### src/inc/iscp_pkg.sv
// Purpose: constants for the fast and high-speed scl period registers
// Assumes: 32-bit register access, byte-addressed offsets
// Notes: count field is 14 bits, upper bits read as zero
package iscp_pkg;
  localparam int unsigned ISCP_ADDR_W = 8;
  localparam int unsigned ISCP_DATA_W = 32;
  localparam int unsigned ISCP_CNT_W = 14;
  localparam logic [ISCP_ADDR_W-1:0] ISCP_FAST_LOW_OFS = 8'h20;
  localparam logic [ISCP_ADDR_W-1:0] ISCP_HS_HIGH_OFS = 8'h24;
  localparam logic [ISCP_CNT_W-1:0] ISCP_FAST_LOW_RST = 14'h0082;
  localparam logic [ISCP_CNT_W-1:0] ISCP_HS_HIGH_RST = 14'h0006;
  localparam logic [ISCP_CNT_W-1:0] ISCP_FAST_LOW_MIN = 14'h0008;
  localparam logic [ISCP_CNT_W-1:0] ISCP_HS_HIGH_MIN = 14'h0006;
  localparam logic [ISCP_DATA_W-1:0] ISCP_UNMAPPED_RD = 32'h0000_0000;
  typedef enum logic [1:0] {
    ISCP_SPEED_STD = 2'h0,
    ISCP_SPEED_FAST = 2'h1,
    ISCP_SPEED_HIGH = 2'h2
  } iscp_speed_t;
endpackage

### src/verilog/iscp_period_regs.sv
// Purpose: scl period count registers for fast/fast-plus and high-speed modes
// Assumes: single clock, register write/read strobes synchronous to clock
// Notes: byte enables model a 16-bit bus writing low byte then high byte
//
// Overview of operation
// - fast count sets scl low phase
// - fast count also for master code, start
// - high-speed count sets scl high phase
// - software programs both before any transfer
// - writes accepted only while interface disabled
// - fast count below 8 stored as 8
// - high-speed count below 6 stored as 6
// - fast count resets to 0x82, bits 13:0
// - high-speed count resets to 0x6, bits 13:0
`timescale 1ns/10ps
module iscp_period_regs
  import iscp_pkg::*;
(
  input wire logic clock,
  input wire logic rst_n,
  input wire logic interface_enable,
  input wire iscp_pkg::iscp_speed_t speed_mode,
  input wire logic send_special_code,
  input wire logic wr_en,
  input wire logic rd_en,
  input wire logic [iscp_pkg::ISCP_ADDR_W-1:0] addr,
  input wire logic [iscp_pkg::ISCP_DATA_W-1:0] wdata,
  input wire logic [3:0] byte_en,
  output logic [iscp_pkg::ISCP_DATA_W-1:0] rdata,
  output logic [iscp_pkg::ISCP_CNT_W-1:0] fast_scl_low_count,
  output logic [iscp_pkg::ISCP_CNT_W-1:0] highspeed_scl_high_count,
  output logic [iscp_pkg::ISCP_CNT_W-1:0] scl_low_phase_count,
  output logic [iscp_pkg::ISCP_CNT_W-1:0] scl_high_phase_count,
  output logic use_fast_low,
  output logic use_hs_high
);
  import iscp_pkg::*;

  logic [ISCP_CNT_W-1:0] fast_low_reg;
  logic [ISCP_CNT_W-1:0] fast_low_next;
  logic [ISCP_CNT_W-1:0] hs_high_reg;
  logic [ISCP_CNT_W-1:0] hs_high_next;
  logic [ISCP_DATA_W-1:0] rdata_reg;
  logic [ISCP_DATA_W-1:0] rdata_next;
  logic [ISCP_CNT_W-1:0] fast_merged;
  logic [ISCP_CNT_W-1:0] hs_merged;
  logic wr_ok;

  // elaboration checks: the logic serves a 9..16 bit count on a bus of at least 16 bits
  if (ISCP_CNT_W <= 8 || ISCP_CNT_W > 16) begin : g_bad_cnt_w
    $error("count width must lie between 9 and 16 bits");
  end
  if (ISCP_DATA_W < 16) begin : g_bad_data_w
    $error("register data width must be at least 16 bits");
  end
  if (ISCP_FAST_LOW_OFS == ISCP_HS_HIGH_OFS) begin : g_bad_ofs
    $error("the two count registers need distinct offsets");
  end
  if (ISCP_FAST_LOW_RST < ISCP_FAST_LOW_MIN || ISCP_HS_HIGH_RST < ISCP_HS_HIGH_MIN) begin : g_bad_rst
    $error("reset counts must not lie below their minimum");
  end

  // byte merge keeps unwritten bytes, so a 16-bit bus can update one byte at a time
  function automatic logic [ISCP_CNT_W-1:0] merge_bytes(
    input logic [ISCP_CNT_W-1:0] old_val,
    input logic [ISCP_DATA_W-1:0] wd,
    input logic [3:0] be
  );
    logic [ISCP_CNT_W-1:0] res;
    res = old_val;
    if (be[0]) begin
      res[7:0] = wd[7:0];
    end
    if (be[1]) begin
      res[ISCP_CNT_W-1:8] = wd[ISCP_CNT_W-1:8];
    end
    return res;
  endfunction

  assign wr_ok = wr_en && !interface_enable;
  assign fast_merged = merge_bytes(fast_low_reg, wdata, byte_en);
  assign hs_merged = merge_bytes(hs_high_reg, wdata, byte_en);

  always_comb begin
    fast_low_next = fast_low_reg;
    if (wr_ok && addr == ISCP_FAST_LOW_OFS) begin
      if (fast_merged < ISCP_FAST_LOW_MIN) begin
        fast_low_next = ISCP_FAST_LOW_MIN;
      end else begin
        fast_low_next = fast_merged;
      end
    end
  end

  always_comb begin
    hs_high_next = hs_high_reg;
    if (wr_ok && addr == ISCP_HS_HIGH_OFS) begin
      if (hs_merged < ISCP_HS_HIGH_MIN) begin
        hs_high_next = ISCP_HS_HIGH_MIN;
      end else begin
        hs_high_next = hs_merged;
      end
    end
  end

  always_ff @(posedge clock or negedge rst_n) begin
    if (!rst_n) begin
      fast_low_reg <= ISCP_FAST_LOW_RST;
    end else begin
      fast_low_reg <= fast_low_next;
    end
  end

  always_ff @(posedge clock or negedge rst_n) begin
    if (!rst_n) begin
      hs_high_reg <= ISCP_HS_HIGH_RST;
    end else begin
      hs_high_reg <= hs_high_next;
    end
  end

  // read data: count in low bits, reserved bits zero
  always_comb begin
    rdata_next = rdata_reg;
    if (rd_en) begin
      rdata_next = ISCP_UNMAPPED_RD;
      if (addr == ISCP_FAST_LOW_OFS) begin
        rdata_next[ISCP_CNT_W-1:0] = fast_low_reg;
      end else if (addr == ISCP_HS_HIGH_OFS) begin
        rdata_next[ISCP_CNT_W-1:0] = hs_high_reg;
      end
    end
  end

  always_ff @(posedge clock or negedge rst_n) begin
    if (!rst_n) begin
      rdata_reg <= ISCP_UNMAPPED_RD;
    end else begin
      rdata_reg <= rdata_next;
    end
  end

  assign rdata = rdata_reg;
  assign fast_scl_low_count = fast_low_reg;
  assign highspeed_scl_high_count = hs_high_reg;

  // count selection for the scl waveform engine
  always_comb begin
    use_fast_low = 1'b0;
    use_hs_high = 1'b0;
    scl_low_phase_count = fast_low_reg;
    scl_high_phase_count = hs_high_reg;
    if (speed_mode == ISCP_SPEED_FAST) begin
      use_fast_low = 1'b1;
    end else if (speed_mode == ISCP_SPEED_HIGH) begin
      use_hs_high = 1'b1;
      use_fast_low = send_special_code;
    end
  end
endmodule

### config.mk
export PLATFORM = sky130hd
export DESIGN_NAME = iscp_period_regs
export DESIGN_NICKNAME = d
export VERILOG_FILES = /design/src/inc/iscp_pkg.sv /design/src/verilog/iscp_period_regs.sv
export SDC_FILE = /design/constraint.sdc
export NUM_CORES = 1
export LEC_CHECK = 0
export BUFFER_PORTS_ARGS = -buffer_cell sky130_fd_sc_hd__buf_2
export CAP_MARGIN = 20
export CORE_UTILIZATION = 48
export CTS_CLUSTER_DIAMETER = 30
export DETAILED_ROUTE_END_ITERATION = 12
export PLACE_DENSITY = 0.86
export RECOVER_POWER = 100
export SYNTH_ARGS = -nofsm -noshare
export SYNTH_HDL_FRONTEND = slang
export SYNTH_SLANG_ARGS = --single-unit
### constraint.sdc
create_clock -name clock -period 3.8 [get_ports clock]
set_input_delay 0.57 -clock clock [delete_from_list [all_inputs] [get_ports clock]]
set_output_delay 0.57 -clock clock [all_outputs]
set_load 0.005 [all_outputs]
==> results.txt <==
----------------------------------------------------
[Global routing]
  Number of global-route vias before repair ... around 1800
  Global router's overall resource usage ... around a fifth
  Antenna violations before repair ... 0
  GRT overflow ... 0
  Pin count of the biggest net entering global routing ... between 40 and 50
  Global-route wire length before repair ... 8560 um

[Timing]
  Final hold viol count ... 0
  Highest achievable clock rate ... 422 MHz
  Period utilization ... a little over three fifths
  Final-report max-slew violation count ... 43
  Final worst clock skew ... between 0.007 and 0.008 ns
  Total Negative Setup Slacks ... 0 ns
  Relative max-transition margin ... -48.0%
  Minimum period implied by the final worst setup slack ... 2.37 ns
  Worst Max-Slew Pin Slew ... around 2.2 ns
  RSZ-0062 raised after global routing ... no
  Setup violations, final ... 0

[Detailed routing]
  Post-detailed-routing wire length ... approximately 5700 um
  Max Used Layer ... met4
  Count of antenna-violating nets left after detailed routing ... 0
  Met2 WL post-DR ... 2750 um
  M1 WL ... about 2500 um
  WL met3 ... ~330 um
  First-iteration detailed-routing DRC count ... 100
  Average routed wire per standard cell ... 14.9 um
  First-pass detailed-route iteration total ... 4
  Via-to-Cell Ratio ... between 5 and 6
  Number of vias after detailed routing ... approximately 2000
  Post-detailed-route DRC marker count ... 0

[Critical path]
  End point of the critical path ... fast_scl_low_count[8]
  Depth of the most critical reg-to-reg path ... 4
  Endpoint required time on the critical path ... roughly 4 ns
  Class of the most critical setup path ... in2reg
  Worst reg2reg setup slack ... slightly below 2 ns
  Largest fanout of any net on the critical path ... 6
  Launch point of the worst path ... addr[6]
  Startpoint type of the worst setup path ... input pin
  Worst R2R End ... highspeed_scl_high_count[0]
  Startpoint of the worst register-to-register path ... highspeed_scl_high_count[12]
  Sort of element at the end of the critical path ... flop
  Data arrival time at the worst-slack endpoint ... roughly 2.6 ns

[CTS]
  H-Tree Depth ... 2
  TritonCTS clock tree ... built
  Total number of clock tree sinks ... 42
  Clock transition at path regs ... 0.09 ns
  CTS root buffer ... sky130_fd_sc_hd__clkbuf_8
  TritonCTS Buffers ... 5
  Setup bufs post-CTS ... 0
  Hold-fix buffers at CTS ... 0
  Clock latency at the later pin of the worst-skew pair ... roughly 0.30 ns
  Clock tree buffer depth ... 2
  Total of cells resized after clock tree synthesis ... 0

[Synth]
  Synth Instances ... between 200 and 250
  Cell type contributing the most total cell area after synthesis ... sky130_fd_sc_hd__dfrtp_1
  Sequential fraction of the synthesis area ... around 43%
  Most frequent cells after synthesis ... sky130_fd_sc_hd__buf_4 (46), sky130_fd_sc_hd__dfrtp_1 (38), sky130_fd_sc_hd__inv_1 (19), sky130_fd_sc_hd__mux2_2 (19), sky130_fd_sc_hd__mux2i_1 (18)
  Portion of synthesized cell area occupied by the leading cell type ... between 30% and 40%
  Mean cell area of the mapped netlist ... 10.4 sq um
  Leading cell type by number of instances after synthesis ... sky130_fd_sc_hd__buf_4
  Post-synth EDFFs ... 0
  Number of warnings reported in the yosys synthesis log ... 0
  Area of the mapped netlist ... 2480 sq um
  Cell variety after synth ... 41
  Number of flip-flops and latches in the synthesized netlist ... 42
  Most common flop cell mapped by yosys ... sky130_fd_sc_hd__dfrtp_1
  Proportion of synthesized flip-flops having asynchronous set or reset ... 100%
  Largest cells by area after synthesis ... sky130_fd_sc_hd__dfrtp_1 (38%), sky130_fd_sc_hd__buf_4 (14%), sky130_fd_sc_hd__mux2_2 (8.6%), sky130_fd_sc_hd__mux2i_1 (7.3%), sky130_fd_sc_hd__dfstp_2 (4.2%)

[Cells and area]
  Antenna diode count ... 0
  Area of all sequential standard cells ... approximately 1100 sq um
  Final nets ... approximately 360
  Fraction of final layout cells sized beyond drive strength 1 ... 33.3%
  Multi-input logic area ... 1020 sq um
  Fillers ... around 440
  Post-layout instance area ... ~2800 sq um
  Synthesis-to-finish area growth ... 15.1%

[Floorplanning]
  Row cnt ... 25
  Core Footprint ... 4850 sq um
  Number of ports placed on the die boundary ... about 140
  Die span in y ... 73.8 um
  Initial standard-cell utilization of the core ... roughly half
  Die Width ... 73.8 um
  Die outline area ... roughly 5500 sq um

[Status]
  Result of the run ... finished with violations
  Failing checks ... capacitance limit, slew limit

[Run]
  Max capacitance violation total ... 1

[Placement]
  GP Congestion ... 0.801
  Number of buffers inserted by port buffering ... just over 100
  Placed instance area ... about 2800 sq um
  Placed wire-length estimate after detailed placement ... between 4000 and 5000 um

[Pwr]
  Leak Pwr ... between 1 and 1.5 nW
  Largest voltage drop on the vdd net ... about 0.24 mV
  Power density cells ... roughly 340 nW/um^2

[Hold path]
  Min-delay worst type ... in2reg

----------------------------------------------------
==> metal layers <==
metal / vias to the layer above / global-route usage (%)
met5: - / 0
met4: 0 / 7.48
met3: 9 / 3.57
met2: 87 / 34.0
met1: 937 / 27.6
li1: 927 / -
==> per-stage QoR <==
step / utilization (%) / power, mW / std cells / setup WS, ns / hold WS (ns)
after floorplan: - / 0.524 / 254 / 1.88 / 0.274
after global placement: 57.0 / 0.552 / 371 / 1.60 / 0.493
after detailed placement: 57.0 / 0.555 / 371 / 1.59 / 0.522
after CTS: 59.8 / 0.975 / 379 / 1.90 / 0.428
after global routing: 58.8 / 1.00 / 379 / 1.20 / 0.533
final: 58.8 / 0.965 / 379 / 1.43 / 0.529
==> power breakdown <==
group	switching, mW	leakage [nW]	internal (mW)
Clock	0.159	0.0683	0.263
Combinational	0.0540	0.855	0.0347
Sequential	0.00443	0.555	0.450
Total	0.217	1.48	0.748
==> cell families after synthesis <==
group | after synthesis | share of synthesized area [%]
AND/OR/NAND/NOR | 51 | 13.0
multiplexers | 38 | 16.4
other | 1 | 0.151
flip-flops | 42 | 42.6
AO/OA/AOI/OAI | 33 | 9.75
buffers and inverters | 72 | 18.0
==> cell usage in the layout, fill, tap and decap left out, types with 2 or more instances in the layout <==
cell type                   netlist  layout
sky130_fd_sc_hd__dfrtp_1         38      38
sky130_fd_sc_hd__nor4_1           4       5
sky130_fd_sc_hd__nor3b_1          3       3
sky130_fd_sc_hd__nand2b_1         2       2
sky130_fd_sc_hd__inv_1           19      19
sky130_fd_sc_hd__o21ai_0          4       4
sky130_fd_sc_hd__nor2b_1          2       2
sky130_fd_sc_hd__nor3_1           6       6
sky130_fd_sc_hd__buf_2            3      73
sky130_fd_sc_hd__conb_1           1      18
sky130_fd_sc_hd__o22ai_1         14      14
sky130_fd_sc_hd__nand3_1          4       4
sky130_fd_sc_hd__clkbuf_1         4      30
sky130_fd_sc_hd__nand2_1         10      10
sky130_fd_sc_hd__bufinv_16        0       2
sky130_fd_sc_hd__mux2i_1         18      18
sky130_fd_sc_hd__clkbuf_8         0       5
sky130_fd_sc_hd__and2_1           2       2
sky130_fd_sc_hd__o311ai_0         4       4
sky130_fd_sc_hd__nor2_1           5       5
sky130_fd_sc_hd__mux2_2          19      19
sky130_fd_sc_hd__dfstp_1          0       4
sky130_fd_sc_hd__a311oi_1         6       6
==> final cells by class <==
class	instances	area share, %
Clock buffer	5	2.42
Clock inverter	3	2.42
Inverter	19	2.50
Multi-Input combinational cell	140	35.9
Sequential cell	42	37.1
Tap cell	67	2.94
Timing Repair Buffer	103	16.8
==> how the worst min path moves through the flow <==
stage	from	to	cells after the start
final	wdata[11]	highspeed_scl_high_count[11]	2
after global routing	wdata[11]	highspeed_scl_high_count[11]	2
after CTS	rst_n	highspeed_scl_high_count[13]	1
after detailed placement	rdata[6]	rdata[6]	2
after global placement	fast_scl_low_count[1]	fast_scl_low_count[1]	2
after floorplan	rst_n	fast_scl_low_count[0]	0
==> worst max-delay path, cell delays in order <==
cell                      delay [ns]
sky130_fd_sc_hd__buf_2          0.10
sky130_fd_sc_hd__nor4_1         0.72
sky130_fd_sc_hd__nand4_2        0.35
sky130_fd_sc_hd__or2_0          0.46
sky130_fd_sc_hd__mux2_1         0.37
Power figures use the tool's default switching activity.
